$ cat src/verilog/sram_ctrl_regs.vh
// Constants and timing for the static memory controller
`ifndef SRAM_CTRL_REGS_VH
`define SRAM_CTRL_REGS_VH
`define ADDR_W 13
`define DATA_W 8
`define CLK_PERIOD_PS 4000
// Times in picoseconds
`define T_RC_PS 150000
`define T_WC_PS 150000
`define T_CW_PS 100000
`define T_WP_PS 90000
`define T_DW_PS 60000
`define T_REC_STROBE_PS 10000
`define T_REC_HISEL_PS 15000
`define T_AA_PS 150000
`define T_OHZ_PS 50000
// Cycle counts, minimums rounded up, maxima waited in full
`define CYC_RC ((`T_RC_PS + `CLK_PERIOD_PS - 1) / `CLK_PERIOD_PS)
`define CYC_WC ((`T_WC_PS + `CLK_PERIOD_PS - 1) / `CLK_PERIOD_PS)
`define CYC_CW ((`T_CW_PS + `CLK_PERIOD_PS - 1) / `CLK_PERIOD_PS)
`define CYC_WP ((`T_WP_PS + `CLK_PERIOD_PS - 1) / `CLK_PERIOD_PS)
`define CYC_DW ((`T_DW_PS + `CLK_PERIOD_PS - 1) / `CLK_PERIOD_PS)
`define CYC_REC_STROBE ((`T_REC_STROBE_PS + `CLK_PERIOD_PS - 1) / `CLK_PERIOD_PS)
`define CYC_REC_HISEL ((`T_REC_HISEL_PS + `CLK_PERIOD_PS - 1) / `CLK_PERIOD_PS)
`define CYC_AA ((`T_AA_PS + `CLK_PERIOD_PS - 1) / `CLK_PERIOD_PS)
`define CYC_OHZ ((`T_OHZ_PS + `CLK_PERIOD_PS - 1) / `CLK_PERIOD_PS)
`endif

$ cat src/verilog/sram_ctrl.v
// Host-side controller for an asynchronous 8K x 8 static memory
`timescale 1ns/10ps
`default_nettype none
`include "sram_ctrl_regs.vh"
module sram_ctrl (
    // Clock and reset
    input wire sys_clk,
    input wire reset,
    // User request
    input wire req_valid,
    output wire req_ready,
    input wire req_write,
    input wire [`ADDR_W-1:0] req_addr,
    input wire [`DATA_W-1:0] req_wdata,
    // User answer
    output reg rsp_valid,
    output reg [`DATA_W-1:0] rsp_rdata,
    // Retention control
    input wire retain_req,
    output reg retain_active,
    // Memory pins
    output reg [`ADDR_W-1:0] mem_addr,
    output reg primary_select_n,
    output reg secondary_select,
    output reg write_strobe_n,
    output reg output_drive_n,
    input wire [`DATA_W-1:0] mem_data_in,
    output reg [`DATA_W-1:0] mem_data_out,
    output reg mem_data_oe_n
);

    // ****************************************
    // States and timing
    // ****************************************
    localparam [2:0] ST_IDLE = 3'h0;
    localparam [2:0] ST_RD = 3'h1;
    localparam [2:0] ST_RD_END = 3'h2;
    localparam [2:0] ST_WR = 3'h3;
    localparam [2:0] ST_WR_REC = 3'h4;
    localparam [2:0] ST_RET = 3'h5;
    localparam [2:0] ST_RET_EXIT = 3'h6;
    // Cycle counts at full integer width
    localparam integer AA_I = `CYC_AA;
    localparam integer RC_I = `CYC_RC;
    localparam integer OHZ_I = `CYC_OHZ;
    localparam integer WP_I = (`CYC_WP > `CYC_CW) ? `CYC_WP : `CYC_CW;
    localparam integer WP_DW_I = (WP_I > `CYC_DW) ? WP_I : `CYC_DW;
    localparam integer WR_I = `CYC_REC_STROBE;
    localparam integer WC_REST_I = `CYC_WC - WP_DW_I - 1;
    // Same counts cut to the counter width
    localparam [7:0] N_AA = AA_I[7:0];
    localparam [7:0] N_RC = RC_I[7:0];
    localparam [7:0] N_OHZ = OHZ_I[7:0];
    localparam [7:0] N_WP = WP_I[7:0];
    localparam [7:0] N_WP_DW = WP_DW_I[7:0];
    localparam [7:0] N_WR = WR_I[7:0];
    localparam [7:0] N_WC_REST = WC_REST_I[7:0];

    // ****************************************
    // Data pin capture
    // ****************************************
    // Three-stage input capture for the asynchronous data pins
    reg [`DATA_W-1:0] din_s1_q, din_s2_q, din_s3_q;
    reg [`DATA_W-1:0] din_q;
    always @(posedge sys_clk) begin
        din_s1_q <= mem_data_in;
        din_s2_q <= din_s1_q;
        din_s3_q <= din_s2_q;
    end

    // New pin value counts once the last two stages agree
    always @(posedge sys_clk) begin
        if (din_s2_q == din_s3_q)
            din_q <= din_s3_q;
    end

    reg [2:0] state_q;
    reg [7:0] cnt_q;
    reg [7:0] hz_cnt_q;

    // ****************************************
    // Request handshake
    // ****************************************
    // Ready only when a request is really taken: idle, no retention, port released
    assign req_ready = (state_q == ST_IDLE) && !retain_req && (hz_cnt_q == 8'h00);

    // ****************************************
    // Helpers
    // ****************************************
    // Counter has run at least the given number of cycles
    function at_least;
        input [7:0] count;
        input [7:0] limit;
        begin
            at_least = (count >= limit);
        end
    endfunction

    // ****************************************
    // Main sequencer
    // ****************************************
    always @(posedge sys_clk) begin
        if (reset) begin
            state_q <= ST_IDLE;
            cnt_q <= 8'h00;
            hz_cnt_q <= 8'h00;
            rsp_valid <= 1'b0;
            rsp_rdata <= 8'h00;
            retain_active <= 1'b0;
            mem_addr <= 13'h0000;
            primary_select_n <= 1'b1;
            secondary_select <= 1'b1;
            write_strobe_n <= 1'b1;
            output_drive_n <= 1'b1;
            mem_data_out <= 8'h00;
            mem_data_oe_n <= 1'b1;
        end else begin
            rsp_valid <= 1'b0;
            if (hz_cnt_q != 8'h00)
                hz_cnt_q <= hz_cnt_q - 8'h01;
            case (state_q)
                ST_IDLE: begin
                    cnt_q <= 8'h00;
                    if (retain_req) begin
                        // Deselect by both selects at retention entry
                        primary_select_n <= 1'b1;
                        secondary_select <= 1'b0;
                        write_strobe_n <= 1'b1;
                        output_drive_n <= 1'b1;
                        mem_data_oe_n <= 1'b1;
                        retain_active <= 1'b1;
                        state_q <= ST_RET;
                    end else if (req_valid && hz_cnt_q == 8'h00) begin
                        // Address goes out in the same cycle as the select and the write strobe or output drive
                        mem_addr <= req_addr;
                        primary_select_n <= 1'b0;
                        secondary_select <= 1'b1;
                        if (req_write) begin
                            // Drive disabled, bus turned around before data
                            output_drive_n <= 1'b1;
                            write_strobe_n <= 1'b0;
                            mem_data_out <= req_wdata;
                            mem_data_oe_n <= 1'b0;
                            state_q <= ST_WR;
                        end else begin
                            write_strobe_n <= 1'b1;
                            output_drive_n <= 1'b0;
                            mem_data_oe_n <= 1'b1;
                            state_q <= ST_RD;
                        end
                    end else begin
                        // Keep the select as it was (off from reset to the first access), idle, port undriven
                        output_drive_n <= 1'b1;
                        write_strobe_n <= 1'b1;
                    end
                end
                ST_RD: begin
                    cnt_q <= cnt_q + 8'h01;
                    // Sample after access time plus input capture depth
                    if (cnt_q == N_AA + 8'h03) begin
                        rsp_rdata <= din_q;
                        rsp_valid <= 1'b1;
                        output_drive_n <= 1'b1;
                        state_q <= ST_RD_END;
                    end
                end
                ST_RD_END: begin
                    cnt_q <= cnt_q + 8'h01;
                    // Keep strobe high and finish the read cycle time
                    if (at_least(cnt_q, N_RC)) begin
                        // Memory output may still drive for its turn-off time
                        hz_cnt_q <= N_OHZ;
                        state_q <= ST_IDLE;
                        cnt_q <= 8'h00;
                    end
                end
                ST_WR: begin
                    cnt_q <= cnt_q + 8'h01;
                    // End write by the strobe after pulse and data overlap
                    if (cnt_q == N_WP_DW) begin
                        write_strobe_n <= 1'b1;
                        cnt_q <= 8'h00;
                        state_q <= ST_WR_REC;
                    end
                end
                ST_WR_REC: begin
                    cnt_q <= cnt_q + 8'h01;
                    // Hold address and data past strobe-ended recovery
                    if (at_least(cnt_q, N_WR) && at_least(cnt_q, N_WC_REST)) begin
                        mem_data_oe_n <= 1'b1;
                        rsp_valid <= 1'b1;
                        state_q <= ST_IDLE;
                        cnt_q <= 8'h00;
                    end
                end
                ST_RET: begin
                    // Low secondary select gates all other inputs while retained
                    if (!retain_req) begin
                        secondary_select <= 1'b1;
                        cnt_q <= 8'h00;
                        state_q <= ST_RET_EXIT;
                    end
                end
                ST_RET_EXIT: begin
                    cnt_q <= cnt_q + 8'h01;
                    // Wait one read cycle before the next access
                    if (at_least(cnt_q, N_RC)) begin
                        retain_active <= 1'b0;
                        primary_select_n <= 1'b0;
                        state_q <= ST_IDLE;
                        cnt_q <= 8'h00;
                    end
                end
                default: begin
                    state_q <= ST_IDLE;
                end
            endcase
        end
    end

endmodule
`default_nettype wire

$ cat config.mk
export PLATFORM = sky130hd
export DESIGN_NAME = sram_ctrl
export DESIGN_NICKNAME = d
export VERILOG_FILES = /design/src/verilog/sram_ctrl.v
export VERILOG_INCLUDE_DIRS = /design/src /design/src/verilog
export SDC_FILE = /design/constraint.sdc
export NUM_CORES = 1
export LEC_CHECK = 0
export BUFFER_PORTS_ARGS = -buffer_cell sky130_fd_sc_hd__buf_2
export CORE_AREA = 2 2 80 82
export DETAILED_ROUTE_END_ITERATION = 6
export DIE_AREA = 0 0 82 84
export PLACE_DENSITY = 0.86
export SYNTH_ARGS = -nofsm -noshare
export SYNTH_HDL_FRONTEND = slang
export SYNTH_SLANG_ARGS = --single-unit
$ cat constraint.sdc
create_clock -name sys_clk -period 5.33 [get_ports sys_clk]
set_clock_uncertainty 0.05 [all_clocks]
set_input_delay 0.2665 -clock sys_clk [delete_from_list [all_inputs] [get_ports sys_clk]]
set_output_delay 0.2665 -clock sys_clk [all_outputs]
set_load 0.005 [all_outputs]
==> metrics.yaml <==
outcome:
  status: "finished clean"
finish:
  final_cell_mix: "dfxtp_1 (79), buf_2 (70), nand2_1 (50)"
  area_growth_pct: 18.97
  drive_gt1_share_pct: 27.80
  final_common_cell: "dfxtp_1"
  finish.utilization_pct: 67.08
  nets: 462
  diodes: 0
clocking:
  root_buffer: "clkbuf_8"
  clock_path_buffers: 2
  path_clk_slew_ns: 0.09
  cts.sinks: 87
  numCtsBuffers: 9
  post_cts_resized: 0
  cts_tree: "built"
  cts_htree_levels: 3
  clk_latency_ns: 0.35
setup_path:
  critical_path.max_fanout: 10
  reg2reg_from: "cnt_q[1]"
  r2r_end: "rsp_rdata[0]"
  reg2reg_depth: 7
  path_class: "register to register"
  reg2reg_slack_ns: 2.94
  startpoint_type: "register"
  arrival_ns: 2.54
  end_kind: "register"
  worstPathRequired_ns: 5.48
sta:
  tightest_slew_ns: 1.095
  drv_slew: 0
  max_slew_margin_pct: 27.00
  hold_violations: 0
  finalCriticalPeriod_ns: 2.390
  clock.fmax_mhz: 418.5
  rsz0062_at_grt: "no"
  setup_viol: 0
  holdWs_ns: 0.09820
  finalCritPeriodShare_pct: 44.84
  tns_ns: 0
detailed_routing:
  drt_pass1_iterations: 4
  ant_nets: 0
  vias: 2715
  drcViolationCount: 0
  drt_iter0_markers: 236
  wirelength_mm: 7.041
  vias_per_cell: 5.376
  avgRoutedWirePerCell_um: 13.94
die:
  ios: 71
  die_height_um: 84
  core_region_area_um2: 6096
  die_w_um: 82
  fp.dieArea_um2: 6888
  start_util_pct: 56.38
  rows: 29
synthesis:
  synth_edf_count: 8
  syn_area_um2: 3437
  ys_ff_latch: 87
  ys_types: 53
  synth_cells: 353
  yosysWarningCount: 0
  yosysSeqAreaShare_pct: 53.00
  synthFlopType: "dfxtp_1"
  synthArstFlopShare_pct: 0
  synth.avg_cell_area_um2: 9.737
  syn_nets: 392
worst_hold_path:
  min_from: "req_wdata[2]"
  hold_end: "mem_data_out[2]"
  worstHoldPathCells: 3
  hp-class: "primary input to register"
pwr:
  power_density_nw_per_um2: 443.1
  clkPwrFrac_pct: 26.4
  combPwrFrac_pct: 28.1
  power_leakage_nw: 1.638
  vdd_ir_drop_max_v: 0.0002969
  seq_power_share_pct: 45.5
  swShare_pct: 35.01
  power.switching_mw: 0.6343
  p_int_mw: 1.177
placed_design:
  io_buffers: 70
  gp_congestion: 0.8554
  dp_hpwl_mm: 4.855
grt:
  track_usage_pct: 21.54
  grt_pass1_wl_mm: 11.51
  grt_pass1_vias: 2572
  antenna_found_initial: 0
  overflow: 0
  grt_max_degree: 58
flow_run:
  maxCapViolations: 0
==> worst max-delay path by stage <==
stage                     cells past startpoint      endpoint  slack (ns)         from
after detailed placement                      7  rsp_rdata[0]        2.94     cnt_q[1]
after global placement                        7  rsp_rdata[3]        3.05     cnt_q[1]
after CTS                                     6  rsp_rdata[0]        2.92     cnt_q[0]
final                                         7  rsp_rdata[0]        2.94     cnt_q[1]
after floorplan                               8   mem_addr[2]        3.36  hz_cnt_q[0]
after global routing                          7  rsp_rdata[2]        2.62     cnt_q[1]
==> what timing repair did <==
item                                   in CTS  in global routing
setup buffers                               0                  0
hold buffers                                8                  0
endpoints found under the hold margin       8                  0
==> power groups by stage <==
stage	logic (mW)	clock network [mW]	registers [mW]
6_report	0.509	0.478	0.824
5_1_grt	0.564	0.516	0.833
4_1_cts	0.508	0.488	0.822
3_5_place_dp	0.498	0	0.836
3_3_place_gp	0.479	0	0.829
2_1_floorplan	0.407	0	0.803
==> final cells by class <==
class	count	area (um^2)
fill	486	2007
sequential	87	1822
multi-input combinational	236	1489
timing repair buffer	78	430.4
clock buffer	9	123.9
tap	77	96.34
clock inverter	7	86.33
inverter	11	41.29
==> metal layers <==
| layer | global-route usage (%) | routed length, um |
|---|---|---|
| met5 | 0 | 0 |
| met4 | 10.61 | 135 |
| met3 | 4.004 | 345 |
| met2 | 35.25 | 3522 |
| met1 | 26.70 | 3038 |
==> flip-flops by register name, indices dropped and copies added, names as in the netlist, 3 cells and up <==
name / count
mem_addr: 13
cnt_q: 8
din_q: 8
din_s1_q: 8
din_s2_q: 8
din_s3_q: 8
hz_cnt_q: 8
mem_data_out: 8
rsp_rdata: 8
state_q: 3
==> synth_stat cells (2+ instances only) <==
library cell | number | area share, %
a211oi_1 | 4 | 0.87
a21oi_1 | 22 | 3.2
a21oi_2 | 11 | 2.8
a22oi_1 | 2 | 0.44
a31oi_1 | 4 | 0.73
and2_1 | 3 | 0.55
buf_2 | 3 | 0.44
buf_4 | 2 | 0.44
clkbuf_1 | 13 | 1.4
dfxtp_1 | 79 | 46
edfxtp_1 | 8 | 7.0
ha_1 | 5 | 1.8
inv_1 | 11 | 1.2
mux2i_1 | 12 | 3.5
nand2_1 | 50 | 5.5
nand2_2 | 10 | 1.8
nand2b_1 | 2 | 0.36
nand3_1 | 8 | 1.2
nand4_1 | 3 | 0.55
nor2_1 | 32 | 3.5
nor3_1 | 11 | 1.6
nor4_1 | 4 | 0.73
o2111ai_1 | 2 | 0.51
o211ai_1 | 2 | 0.44
o21ai_0 | 5 | 0.73
o21bai_1 | 3 | 0.66
or4_4 | 2 | 0.66
xnor2_1 | 12 | 3.1
xor2_1 | 4 | 1.0
==> worst max-delay path, stage by stage (launching register included) <==
cell and delay (ns):
dfxtp_1 0.36, inv_1 0.10, ha_1 0.16, nor4b_1 0.35, nand4b_1 0.20, nor3_2 0.67, mux2i_1 0.28, nor2_1 0.06
==> per-stage QoR <==
step | power (mW) | area [um^2] | setup slack [ns] | std cells
2_1_floorplan | 1.210 | 3437 | 3.360 | 353
3_3_place_gp | 1.309 | 3799 | 3.051 | 481
3_5_place_dp | 1.334 | 3799 | 2.938 | 481
4_1_cts | 1.817 | 4089 | 2.918 | 505
5_1_grt | 1.913 | 4089 | 2.619 | 505
6_report | 1.812 | 4089 | 2.940 | 505
==> cell families after synthesis <==
logic type / Yosys count / synth area share, %
compound gates: 66 / 13.72
buf+inv: 30 / 3.822
simple gates: 137 / 20.06
xor+xnor: 16 / 4.077
mux: 12 / 3.495
flops: 87 / 53.00
fa+ha+maj: 5 / 1.820
Note: power is estimated with default switching activity, not from simulation.
